<file path="src/bcd_cfg.svh">
// Purpose: constants of the bridge configuration command decoder
// Assumes: clk_sys at 50 MHz
// Notes: function codes, settings-byte field positions, configuration reset values, frame byte counts and timing live here
`ifndef BCD_CFG_SVH
`define BCD_CFG_SVH

// Function codes carried in the byte after the slave address
`define BCD_FN_SPI_CFG 8'hf0
`define BCD_FN_INT_CLR 8'hf1
`define BCD_FN_IDLE 8'hf2
`define BCD_FN_PIN_WR 8'hf4
`define BCD_FN_PIN_RD 8'hf5
`define BCD_FN_PIN_EN 8'hf6
`define BCD_FN_PIN_TYPE 8'hf7

// Settings byte fields
`define BCD_ORDER_BIT 5
`define BCD_MODE_HI 3
`define BCD_MODE_LO 2
`define BCD_RATE_HI 1
`define BCD_RATE_LO 0

// Reset values
`define BCD_SPI_CFG_RST 5'h00
`define BCD_LATCH_RST 4'h0
`define BCD_PIN_EN_RST 4'h0
`define BCD_PIN_TYPE_RST 8'h00

// Pin type codes
`define BCD_TYPE_QUASI 2'h0
`define BCD_TYPE_PUSH 2'h1
`define BCD_TYPE_INPUT 2'h2
`define BCD_TYPE_OPEN 2'h3

// Fixed upper part of the slave address; value is arbitrary
`define BCD_ADDR_FIXED 4'h5

// Byte counts of a frame, slave address included
`define BCD_CNT_ADDR 3'h1
`define BCD_CNT_FUNC 3'h2
`define BCD_CNT_ONE_DATA 3'h3
`define BCD_CNT_MAX 3'h4

// Timing
`define BCD_CLK_KHZ 50000
`define BCD_RATE0_KHZ 1843
`define BCD_RATE1_KHZ 461
`define BCD_RATE2_KHZ 115
`define BCD_RATE3_KHZ 58
`define BCD_HALF0 10'((`BCD_CLK_KHZ / (2 * `BCD_RATE0_KHZ)))
`define BCD_HALF1 10'((`BCD_CLK_KHZ / (2 * `BCD_RATE1_KHZ)))
`define BCD_HALF2 10'((`BCD_CLK_KHZ / (2 * `BCD_RATE2_KHZ)))
`define BCD_HALF3 10'((`BCD_CLK_KHZ / (2 * `BCD_RATE3_KHZ)))
`define BCD_STRONG_CYC 2'h2
`define BCD_STRAP_WAIT 2'h3

`endif

</file>
<file path="src/bcd_pkg.sv">
// Purpose: types of the bridge configuration command decoder
// Assumes: bcd_cfg.svh holds the numbers
// Notes: none
package bcd_pkg;

  typedef enum logic [1:0] {
    BCD_WAIT = 2'h0,
    BCD_BITS = 2'h1,
    BCD_ACK = 2'h3,
    BCD_SKIP = 2'h2
  } bcd_link_st_type;

  typedef struct packed {
    logic lsb_first;
    logic clock_idle_level;
    logic clock_sample_phase;
    logic [1:0] clock_rate_select;
  } bcd_spi_cfg_type;

  typedef struct packed {
    logic [3:0] latch;
    logic [3:0] gpio_en;
    logic [7:0] pin_type;
  } bcd_pin_cfg_type;

  typedef struct packed {
    logic drive_o;
    logic drive_oe;
    logic pu_very_weak;
    logic pu_weak;
    logic pu_strong;
  } bcd_pin_drv_type;

endpackage

</file>
<file path="src/bcd_pin_cell.sv">
// Purpose: one select line used as slave select or general-purpose pin
// Assumes: pin_sync is already synchronised to clk_sys
// Notes: all outputs are registered
`timescale 1ns/1ps
`include "bcd_cfg.svh"

module bcd_pin_cell (
  input wire logic clk_sys,
  input wire logic rst_n,
  input wire logic latch,
  input wire logic gpio_en,
  input wire logic [1:0] pin_type,
  input wire logic pin_sync,
  input wire logic select_n_req,
  output bcd_pkg::bcd_pin_drv_type drv
);

  typedef struct packed {
    logic latch_d;
    logic [1:0] strong_cnt;
    bcd_pkg::bcd_pin_drv_type drv;
  } bcd_cell_state_type;

  bcd_cell_state_type state_ff;
  bcd_cell_state_type nxt_state;
  logic quasi;

  assign quasi = gpio_en && (pin_type == `BCD_TYPE_QUASI);
  assign drv = state_ff.drv;

  always_comb begin
    nxt_state = state_ff;
    nxt_state.latch_d = latch;
    nxt_state.drv = '0;
    if (quasi && latch && !state_ff.latch_d) begin
      nxt_state.strong_cnt = `BCD_STRONG_CYC;
    end else if (!quasi || !latch) begin
      nxt_state.strong_cnt = 2'h0;
    end else if (state_ff.strong_cnt != 2'h0) begin
      nxt_state.strong_cnt = state_ff.strong_cnt - 2'h1;
    end
    if (!gpio_en) begin
      nxt_state.drv.drive_o = select_n_req;
      nxt_state.drv.drive_oe = 1'b1;
    end else begin
      case (pin_type)
        `BCD_TYPE_QUASI: begin
          if (!latch) begin
            nxt_state.drv.drive_oe = 1'b1;
          end
          nxt_state.drv.pu_very_weak = latch;
          nxt_state.drv.pu_weak = latch && pin_sync;
          nxt_state.drv.pu_strong = nxt_state.strong_cnt != 2'h0;
        end
        `BCD_TYPE_PUSH: begin
          nxt_state.drv.drive_o = latch;
          nxt_state.drv.drive_oe = 1'b1;
        end
        `BCD_TYPE_OPEN: begin
          nxt_state.drv.drive_oe = !latch;
        end
        default: begin
          nxt_state.drv.drive_oe = 1'b0;
        end
      endcase
      if (nxt_state.drv.pu_strong) begin
        nxt_state.drv.drive_o = 1'b1;
        nxt_state.drv.drive_oe = 1'b1;
      end
    end
  end

  always_ff @(posedge clk_sys or negedge rst_n) begin
    if (!rst_n) begin
      state_ff <= '0;
    end else begin
      state_ff <= nxt_state;
    end
  end

endmodule // bcd_pin_cell

</file>
<file path="src/bcd_top.sv">
// Purpose: two-wire command receiver that decodes configuration functions
// Assumes: scl, sda, select lines and address straps are asynchronous pins
// Notes: SPI transfers, buffer read and reads of the bus are handled elsewhere
`timescale 1ns/1ps
`include "bcd_cfg.svh"

module bcd_top (
  input wire logic clk_sys,
  input wire logic rst_n,
  input wire logic scl_i,
  input wire logic sda_i,
  output logic sda_o,
  output logic sda_oe,
  input wire logic [2:0] addr_strap_i,
  input wire logic spi_done,
  input wire logic [3:0] select_n_req,
  input wire logic [3:0] select_line_i,
  output logic [3:0] select_line_o,
  output logic [3:0] select_line_oe,
  output logic [3:0] pu_very_weak,
  output logic [3:0] pu_weak,
  output logic [3:0] pu_strong,
  output logic int_n_o,
  output logic int_n_oe,
  output bcd_pkg::bcd_spi_cfg_type spi_cfg,
  output logic [9:0] spi_half_period,
  output logic low_power,
  output logic busy,
  output logic [7:0] buf_byte0,
  output logic buf_byte0_wr
);

  typedef struct packed {
    logic scl_s1;
    logic scl_s2;
    logic scl_d;
    logic sda_s1;
    logic sda_s2;
    logic sda_d;
    logic [3:0] pin_s1;
    logic [3:0] pin_s2;
    logic [2:0] strap_s1;
    logic [2:0] strap_s2;
    logic [1:0] strap_cnt;
    logic [2:0] strap;
    bcd_pkg::bcd_link_st_type st;
    logic [3:0] bit_cnt;
    logic [7:0] shreg;
    logic [2:0] byte_cnt;
    logic [7:0] func;
    logic [7:0] data;
    logic ack;
    logic sda_oe;
    logic exec;
    logic int_act;
    logic idle;
    bcd_pkg::bcd_spi_cfg_type spi;
    logic [9:0] half;
    bcd_pkg::bcd_pin_cfg_type pins;
    logic [7:0] sample;
    logic sample_wr;
    logic drain_lvl;
  } bcd_state_type;

  bcd_state_type state_ff;
  bcd_state_type nxt_state;
  bcd_pkg::bcd_pin_drv_type drv [4];
  logic scl_rise;
  logic scl_fall;
  logic start_seen;
  logic stop_seen;
  logic [6:0] own_addr;

  assign scl_rise = state_ff.scl_s2 && !state_ff.scl_d;
  assign scl_fall = !state_ff.scl_s2 && state_ff.scl_d;
  assign start_seen = state_ff.scl_s2 && state_ff.scl_d && !state_ff.sda_s2 && state_ff.sda_d;
  assign stop_seen = state_ff.scl_s2 && state_ff.scl_d && state_ff.sda_s2 && !state_ff.sda_d;
  assign own_addr = {`BCD_ADDR_FIXED, state_ff.strap};

  always_comb begin
    nxt_state = state_ff;
    nxt_state.scl_s1 = scl_i;
    nxt_state.scl_s2 = state_ff.scl_s1;
    nxt_state.scl_d = state_ff.scl_s2;
    nxt_state.sda_s1 = sda_i;
    nxt_state.sda_s2 = state_ff.sda_s1;
    nxt_state.sda_d = state_ff.sda_s2;
    nxt_state.pin_s1 = select_line_i;
    nxt_state.pin_s2 = state_ff.pin_s1;
    nxt_state.strap_s1 = addr_strap_i;
    nxt_state.strap_s2 = state_ff.strap_s1;
    nxt_state.exec = 1'b0;
    nxt_state.sample_wr = 1'b0;

    // Straps are loaded in the first three cycles after reset, the last load after the synchroniser has filled
    if (state_ff.strap_cnt != `BCD_STRAP_WAIT) begin
      nxt_state.strap_cnt = state_ff.strap_cnt + 2'h1;
      nxt_state.strap = state_ff.strap_s2;
    end

    // Link receiver
    if (stop_seen) begin
      if (state_ff.st != bcd_pkg::BCD_WAIT && state_ff.st != bcd_pkg::BCD_SKIP &&
          state_ff.byte_cnt >= `BCD_CNT_FUNC) begin
        nxt_state.exec = 1'b1;
      end
      nxt_state.st = bcd_pkg::BCD_WAIT;
      nxt_state.sda_oe = 1'b0;
    end else if (start_seen) begin
      nxt_state.bit_cnt = 4'h0;
      nxt_state.byte_cnt = 3'h0;
      nxt_state.sda_oe = 1'b0;
      nxt_state.st = state_ff.exec ? bcd_pkg::BCD_SKIP : bcd_pkg::BCD_BITS;
    end else begin
      case (state_ff.st)
        bcd_pkg::BCD_BITS: begin
          if (scl_rise) begin
            nxt_state.shreg = {state_ff.shreg[6:0], state_ff.sda_s2};
            nxt_state.bit_cnt = state_ff.bit_cnt + 4'h1;
          end else if (scl_fall && state_ff.bit_cnt == 4'h8) begin
            nxt_state.ack = 1'b1;
            if (state_ff.byte_cnt == 3'h0) begin
              if (state_ff.shreg[7:1] == own_addr) begin
                nxt_state.idle = 1'b0;
              end
              // Reads belong to the buffer path, so only writes are taken here
              nxt_state.ack = (state_ff.shreg[7:1] == own_addr) && !state_ff.shreg[0];
            end else if (state_ff.byte_cnt == `BCD_CNT_ADDR) begin
              nxt_state.func = state_ff.shreg;
            end else if (state_ff.byte_cnt == `BCD_CNT_FUNC) begin
              nxt_state.data = state_ff.shreg;
            end
            if (state_ff.byte_cnt != `BCD_CNT_MAX) begin
              nxt_state.byte_cnt = state_ff.byte_cnt + 3'h1;
            end
            nxt_state.sda_oe = nxt_state.ack;
            nxt_state.st = nxt_state.ack ? bcd_pkg::BCD_ACK : bcd_pkg::BCD_SKIP;
          end
        end
        bcd_pkg::BCD_ACK: begin
          if (scl_fall) begin
            nxt_state.sda_oe = 1'b0;
            nxt_state.bit_cnt = 4'h0;
            nxt_state.st = bcd_pkg::BCD_BITS;
          end
        end
        default: begin
          nxt_state.sda_oe = 1'b0;
        end
      endcase
    end

    // Function execution, one cycle after STOP
    if (state_ff.exec) begin
      case (state_ff.func)
        `BCD_FN_SPI_CFG: begin
          if (state_ff.byte_cnt == `BCD_CNT_ONE_DATA) begin
            nxt_state.spi.lsb_first = state_ff.data[`BCD_ORDER_BIT];
            nxt_state.spi.clock_idle_level = state_ff.data[`BCD_MODE_HI];
            nxt_state.spi.clock_sample_phase = state_ff.data[`BCD_MODE_LO];
            nxt_state.spi.clock_rate_select = state_ff.data[`BCD_RATE_HI:`BCD_RATE_LO];
            // bits 7, 6 and 4 are not stored
          end
        end
        `BCD_FN_IDLE: begin
          nxt_state.idle = 1'b1;
        end
        `BCD_FN_PIN_WR: begin
          if (state_ff.byte_cnt == `BCD_CNT_ONE_DATA) begin
            nxt_state.pins.latch = state_ff.data[3:0];
          end
        end
        `BCD_FN_PIN_RD: begin
          // upper nibble left at zero, undefined to the host
          nxt_state.sample = {4'h0, state_ff.pin_s2};
          nxt_state.sample_wr = 1'b1;
        end
        `BCD_FN_PIN_EN: begin
          if (state_ff.byte_cnt == `BCD_CNT_ONE_DATA) begin
            nxt_state.pins.gpio_en = state_ff.data[3:0];
            for (int n = 0; n < 4; n++) begin
              if (state_ff.data[n] && !state_ff.pins.gpio_en[n]) begin
                nxt_state.pins.pin_type[2 * n +: 2] = `BCD_TYPE_QUASI;
              end
            end
          end
        end
        `BCD_FN_PIN_TYPE: begin
          if (state_ff.byte_cnt == `BCD_CNT_ONE_DATA) begin
            nxt_state.pins.pin_type = state_ff.data;
          end
        end
        default: begin
          nxt_state.pins = state_ff.pins;
        end
      endcase
    end

    // half period of the serial clock
    case (nxt_state.spi.clock_rate_select)
      2'h0: nxt_state.half = `BCD_HALF0;
      2'h1: nxt_state.half = `BCD_HALF1;
      2'h2: nxt_state.half = `BCD_HALF2;
      default: nxt_state.half = `BCD_HALF3;
    endcase

    // transfer end sets, clear command clears, set wins
    nxt_state.int_act = (state_ff.int_act &&
                         !(state_ff.exec && state_ff.func == `BCD_FN_INT_CLR)) || spi_done;
  end

  always_ff @(posedge clk_sys or negedge rst_n) begin
    if (!rst_n) begin
      state_ff <= '0;
      state_ff.scl_s1 <= 1'b1;
      state_ff.scl_s2 <= 1'b1;
      state_ff.scl_d <= 1'b1;
      state_ff.sda_s1 <= 1'b1;
      state_ff.sda_s2 <= 1'b1;
      state_ff.sda_d <= 1'b1;
      state_ff.st <= bcd_pkg::BCD_WAIT;
      state_ff.spi <= `BCD_SPI_CFG_RST;
      state_ff.half <= `BCD_HALF0;
      state_ff.pins.gpio_en <= `BCD_PIN_EN_RST;
      state_ff.pins.latch <= `BCD_LATCH_RST;
      state_ff.pins.pin_type <= `BCD_PIN_TYPE_RST;
    end else begin
      state_ff <= nxt_state;
    end
  end

  for (genvar n = 0; n < 4; n++) begin : g_line
    bcd_pin_cell u_cell (
      .clk_sys(clk_sys),
      .rst_n(rst_n),
      .latch(state_ff.pins.latch[n]),
      .gpio_en(state_ff.pins.gpio_en[n]),
      .pin_type(state_ff.pins.pin_type[2 * n +: 2]),
      .pin_sync(state_ff.pin_s2[n]),
      .select_n_req(select_n_req[n]),
      .drv(drv[n])
    );
    assign select_line_o[n] = drv[n].drive_o;
    assign select_line_oe[n] = drv[n].drive_oe;
    assign pu_very_weak[n] = drv[n].pu_very_weak;
    assign pu_weak[n] = drv[n].pu_weak;
    assign pu_strong[n] = drv[n].pu_strong;
  end

  // Open-drain pins drive only low; the low level is a reset constant flop
  assign sda_o = state_ff.drain_lvl;
  assign sda_oe = state_ff.sda_oe;
  assign int_n_o = state_ff.drain_lvl;
  assign int_n_oe = state_ff.int_act;
  assign spi_cfg = state_ff.spi;
  assign spi_half_period = state_ff.half;
  assign low_power = state_ff.idle;
  assign busy = state_ff.exec;
  assign buf_byte0 = state_ff.sample;
  assign buf_byte0_wr = state_ff.sample_wr;

endmodule // bcd_top

</file>
<file path="config.mk">
export PLATFORM = sky130hd
export DESIGN_NAME = bcd_top
export DESIGN_NICKNAME = d
export VERILOG_FILES = /design/src/bcd_pkg.sv /design/src/bcd_pin_cell.sv /design/src/bcd_top.sv
export VERILOG_INCLUDE_DIRS = /design/src /design/src/src
export SDC_FILE = /design/constraint.sdc
export NUM_CORES = 1
export LEC_CHECK = 0
export ABC_AREA = 1
export ABC_CLOCK_PERIOD_IN_PS = 4800
export BUFFER_PORTS_ARGS = -buffer_cell sky130_fd_sc_hd__buf_4
export CAP_MARGIN = 40
export CORE_MARGIN = 1
export CORE_UTILIZATION = 35
export DETAILED_ROUTE_END_ITERATION = 10
export PLACE_DENSITY = 0.56
export SYNTH_ARGS = -nofsm -noshare
export SYNTH_HDL_FRONTEND = slang
export SYNTH_HIERARCHICAL = 1
export SYNTH_SLANG_ARGS = --single-unit
</file>
<file path="constraint.sdc">
create_clock -name clk_sys -period 4.8 [get_ports clk_sys]
set_input_delay 0.96 -clock clk_sys [delete_from_list [all_inputs] [get_ports clk_sys]]
set_output_delay 0.96 -clock clk_sys [all_outputs]
set_load 0.02 [all_outputs]
</file>
# After elaboration in Yosys (flattened, before gate mapping)
# Cells that the tools add are included.
[totals]
ff_bits = 131
output_inout_bits = 50
in_bits = 16
[classes]
order_cmp = 1
add_sub_neg = 7
bitwise = 5
reduce_logical = 97
n_mux = 95
n_eq_ne = 39
[ops]
columns = ["operator", "count"]
rows = [
  ["8-bit equality test (second input constant)", 7],
  ["2-bit 2-to-1 mux", 28],
  ["21-bit 2-to-1 mux", 2],
  ["3-bit 2-to-1 mux", 14],
  ["1-bit logical AND", 33],
  ["8-bit 2-to-1 mux", 4],
  ["1-bit 2-to-1 mux", 30],
  ["5-bit AND reduction", 6],
  ["9-bit one-hot mux with 3 select lines", 1],
  ["2-bit nonzero test", 13],
  ["12-bit 2-to-1 mux", 2],
  ["1-bit logical NOT", 22],
  ["20-bit 2-to-1 mux", 1],
  ["6-bit 2-to-1 mux", 3],
  ["16-bit 2-to-1 mux", 1],
  ["2-bit != test (second input constant)", 8],
  ["8-bit one-hot mux with 2 select lines", 1],
  ["2-bit by 1-bit equality test with 1-bit output (second input constant)", 6],
  ["2-bit equality test (second input constant)", 6],
  ["4-bit != test (second input constant)", 3],
  ["1-bit one-hot mux with 3 select lines", 4],
  ["6-bit one-hot mux with 2 select lines", 1],
  ["3-bit AND reduction", 4],
  ["4-bit AND reduction", 3],
  ["22 further kinds", 41],
]

# Depth between registers and ports, before layout
[logic_depth]
depth_word = 14
ltp_mapped = 11
mapped_depth_nobuf = 10

# By module
# Netlist, hierarchy kept.
[modules_own_cells]
columns = ["module", "area_each_um2", "n_inst", "cells_per_inst", "seq_area_each_um2"]
rows = [
  ["bcd_top", 4157.7, 1, 420, 2362.3],
  ["bcd_pin_cell", 352.8, 4, 40, 200.2],
]

# Worst setup path after synthesis
# OpenSTA, ideal clock, no wires.
[synth_timing]
path_type = "reg2reg"
startpoint = "register state_ff[64] (netlist bit)"
endpoint = "register state_ff (netlist bit spi_half_period[7])"
slack_ns = 2.760
synth_period_minus_slack_ns = 2.040
setup_ns = 0.127
t_required_ns = 4.673
t_arrival_ns = 1.912
stages_incl_launch_ff = 10
cell_sequence = "dfrtp_1 inv_1 ha_1 nand2_1 nor3_2 nand3_1 o21ai_1 inv_1 ha_1 or2_2"
[synth_rtl]
columns = ["item", "line", "source"]
rows = [
  ["from (decl)", "bcd_top.sv:65", "bcd_state_type state_ff;"],
  ["from (signal assigned)", "bcd_top.sv:228", "state_ff <= nxt_state;"],
]

==> flow_summary.yaml <==
finish:
  nets_finish: 643
  antenna-diode-count: 0
  final_cell_area_um2: 6510
  num-fill-cells: 1485
  most_frequent_standard_cell_in_the_layout_excluding_fill_and_tap_cells: "sky130_fd_sc_hd__nand2_1"
  synthToLayoutAreaGrowth_pct: 16.9
  commonest_cells_after_routing_fill_and_taps_aside: "sky130_fd_sc_hd__nand2_1 (125), sky130_fd_sc_hd__dfrtp_1 (118), sky130_fd_sc_hd__inv_1 (76), sky130_fd_sc_hd__buf_4 (60), sky130_fd_sc_hd__o21ai_0 (41)"
  layout-drive-gt1-share_pct: 24.9
setup_path:
  register_to_register_setup_slack_ps: 2470
  r2r_start: "state_ff[64]"
  timing.critical_path.arrival_ps: 2620
  startpoint: "state_ff[64]"
  worst_ep_required_time_ps: 5090
  critical_path.endpoint_type: "register"
  critPathLaunchType: "register"
  worst_setup_path_class: "reg2reg"
  rr_endpoint: "spi_half_period[7]"
  worst_r2r_path_cells: 9
  worst-path-max-fanout: 9
grt:
  grt_use_met1_pct: 16.1
  grt_overflow: 0
  global_route.usage.met2_pct: 21.6
  grt_max_degree: 58
  global_route.usage.met3_pct: 4.17
  grt_use_total_pct: 13.4
  first_global_vias: 3534
  global_route_wire_length_before_repair_mm: 16.7
  antenna_found_initial: 0
  globalRoute.busiestLayer: "met2"
clocking:
  root_buffer: "sky130_fd_sc_hd__clkbuf_16"
  holdBufCountCts: 0
  cts_num_sinks: 126
  post-cts-setup-buffer-count: 0
  postCtsResizedCells: 0
  cts_buffers: 17
  cts_tree: "done"
  ctsLongestPathBuffers: 2
  clk_pin_slew_ps: 60
  clock_latency_ps: 410
  htreeDepth: 4
synth:
  postSynthRegisterBits: 126
  synth-seq-area-share_pct: 56.8
  synth-warning-count: 6
  postSynthCellCount: 580
  netlist_area_um2: 5570
  synth_area_leader_cell: "sky130_fd_sc_hd__dfrtp_1"
  ys_top_cells_by_area: "sky130_fd_sc_hd__dfrtp_1 (53%), sky130_fd_sc_hd__nand2_1 (8.4%), sky130_fd_sc_hd__buf_4 (6.1%)"
  ys_types: 38
  synth_top_cell_area_share_pct: 53.0
  postSynthAreaPerCell_um2: 9.60
sta:
  finalMaxSlewViolations: 0
  timing.clock.skew_ps: 5.76
  period_minus_slack_ps: 2330
  grt_setup_unrepaired: "false"
  maxClockFrequency_ghz: 0.429
  worstMarginPinSlew_ps: 703
  timing.final.hold_violations: 0
  relSlewSlack_pct: 53.2
  setup_violations: 0
  setup_total_negative_slack_ps: 0
  finalCritPeriodShare_pct: 48.6
  whs_ps: 345
route:
  detail_route.first_pass.iterations: 4
  wirelength_mm: 9.67
  detailedRoute.firstIterationViolations: 177
  via_count: 3560
  drt-vias-per-instance: 4.25
  route.antenna.remaining_nets: 0
  post-route-drc-count: 0
  routedWlPerCell_um: 11.5
placement:
  port-buffer-count: 58
  gpl_congestion: 0.763
  dpl.hpwl_mm: 7.01
  placement.cell_area_um2: 5930
die:
  die_width_um: 128
  initial_core_util_pct: 36.2
  num_rows: 45
  design.die.area_um2: 16400
  ios: 66
  core-area_um2: 15400
  die_h_um: 128
power_and_ir_drop:
  vdd.ir_drop.worst_mv: 0.236
  cellLeakagePower_nw: 3.28
  power_density_nw_per_um2: 374
  overall_power_of_the_completed_layout_w: 0.00244
hold_path:
  timing.hold.worst_path_depth: 0
  worst_hold_path_type: "reg2reg"
  holdCritStartpoint: "nxt_state[92]"
  worst_hold_endpoint: "state_ff[92]"
run:
  maxCapViolCount: 0
run_status:
  outcome: "finished, final reports clean"
[worst max-delay path, stage by stage, from the launching register on]
cell and delay [ps]:
sky130_fd_sc_hd__dfrtp_1 390, sky130_fd_sc_hd__inv_1 150, sky130_fd_sc_hd__ha_1 200, sky130_fd_sc_hd__nand2_1 70, sky130_fd_sc_hd__nor3_2 140, sky130_fd_sc_hd__nand3_1 290
sky130_fd_sc_hd__o21ai_1 360, sky130_fd_sc_hd__inv_1 120, sky130_fd_sc_hd__ha_1 220, sky130_fd_sc_hd__or2_2 280
[through the flow]
step	utilization (%)	cells	setup slack [ps]
after CTS	42.4	838	2450
after global placement	38.6	807	2560
final	42.4	838	2470
after global routing	42.4	838	2240
after detailed placement	38.6	807	2450
after floorplan	-	586	2760
[power by group]
part           leakage [nW]  internal, W  switching, W
Clock                 0.275     0.000786      0.000444
Combinational          1.36    0.0000303     0.0000690
Sequential             1.65      0.00109     0.0000197
Total                  3.28      0.00191      0.000533
[synthesized netlist by cell type]
cell and n:
sky130_fd_sc_hd__mux2_2 2, sky130_fd_sc_hd__inv_2 12, sky130_fd_sc_hd__nand2_2 10, sky130_fd_sc_hd__inv_1 76
sky130_fd_sc_hd__nand3_4 1, sky130_fd_sc_hd__nand2_1 125, sky130_fd_sc_hd__nor2_8 1, sky130_fd_sc_hd__or2_0 1
sky130_fd_sc_hd__nor2_2 6, sky130_fd_sc_hd__nor4_4 1, sky130_fd_sc_hd__a211oi_1 1, sky130_fd_sc_hd__o21ai_2 14
sky130_fd_sc_hd__nor3_2 2, sky130_fd_sc_hd__nand3b_1 1, sky130_fd_sc_hd__nor2_4 2, sky130_fd_sc_hd__nand4_2 1
sky130_fd_sc_hd__clkinv_2 1, sky130_fd_sc_hd__nor3_1 2, sky130_fd_sc_hd__a21oi_1 9, sky130_fd_sc_hd__or2_2 1
sky130_fd_sc_hd__buf_6 2, sky130_fd_sc_hd__buf_4 45, sky130_fd_sc_hd__nand3_1 16, sky130_fd_sc_hd__nor4_1 2
sky130_fd_sc_hd__dfstp_2 8, sky130_fd_sc_hd__dfrtp_1 118, sky130_fd_sc_hd__o21ai_0 41, sky130_fd_sc_hd__nand4_4 2
sky130_fd_sc_hd__nor3_4 1, sky130_fd_sc_hd__nor2_1 40, sky130_fd_sc_hd__o21ai_1 7, sky130_fd_sc_hd__xnor2_1 1
sky130_fd_sc_hd__ha_1 12, sky130_fd_sc_hd__a21o_1 1, sky130_fd_sc_hd__nand4_1 9, sky130_fd_sc_hd__clkbuf_1 3
sky130_fd_sc_hd__nand3_2 2, sky130_fd_sc_hd__conb_1 1
[routing by layer]
metal | share of wire (%) | wire, um | vias to the layer above
met5 | 0 | 0 | -
met4 | 1.4 | 131 | 0
met3 | 3.5 | 339 | 9
met2 | 49 | 4720 | 59
met1 | 46 | 4480 | 1651
li1 | - | - | 1841
[how the worst max path moves through the flow]
stage                          to  slack [ps]  depth (start not counted)
2_1_floorplan  spi_half_period[7]        2760                          9
3_3_place_gp   spi_half_period[7]        2560                          9
3_5_place_dp   spi_half_period[7]        2450                          9
4_1_cts        spi_half_period[7]        2450                          9
5_1_grt        spi_half_period[7]        2240                          9
6_report       spi_half_period[7]        2470                          9
[logic make-up after synthesis]
family / count (synthesis) / synth area share (%)
simple gates: 226 / 19.6
buf+inv: 139 / 12.7
other cells: 1 / 0.0673
compound gates: 73 / 7.59
fa+ha+maj: 12 / 2.70
flops: 126 / 56.8
mux: 2 / 0.404
xor+xnor: 1 / 0.157
[registers in the layout, summed over array words and instances (netlist names)]
register,flops
buf_byte0,4
state_ff,60
low_power,1
buf_byte0_wr,1
int_n_oe,1
sda_oe,1
own_addr,3
g_line.u_cell/drv,20
g_line.u_cell/state_ff,12
spi_half_period,7
nxt_state,11
busy,1
spi_cfg,4
[layout make-up]
type / count / area, um^2 / share of cell area [%]
Clock inverter: 10 / 115 / 1.77
Clock buffer: 21 / 460 / 7.07
Tap cell: 211 / 264 / 4.06
Sequential cell: 126 / 3160 / 48.6
Multi-Input combinational cell: 321 / 1720 / 26.4
Timing Repair Buffer: 60 / 450 / 6.92
Inverter: 89 / 335 / 5.15
Power figures use the tool's default switching activity.
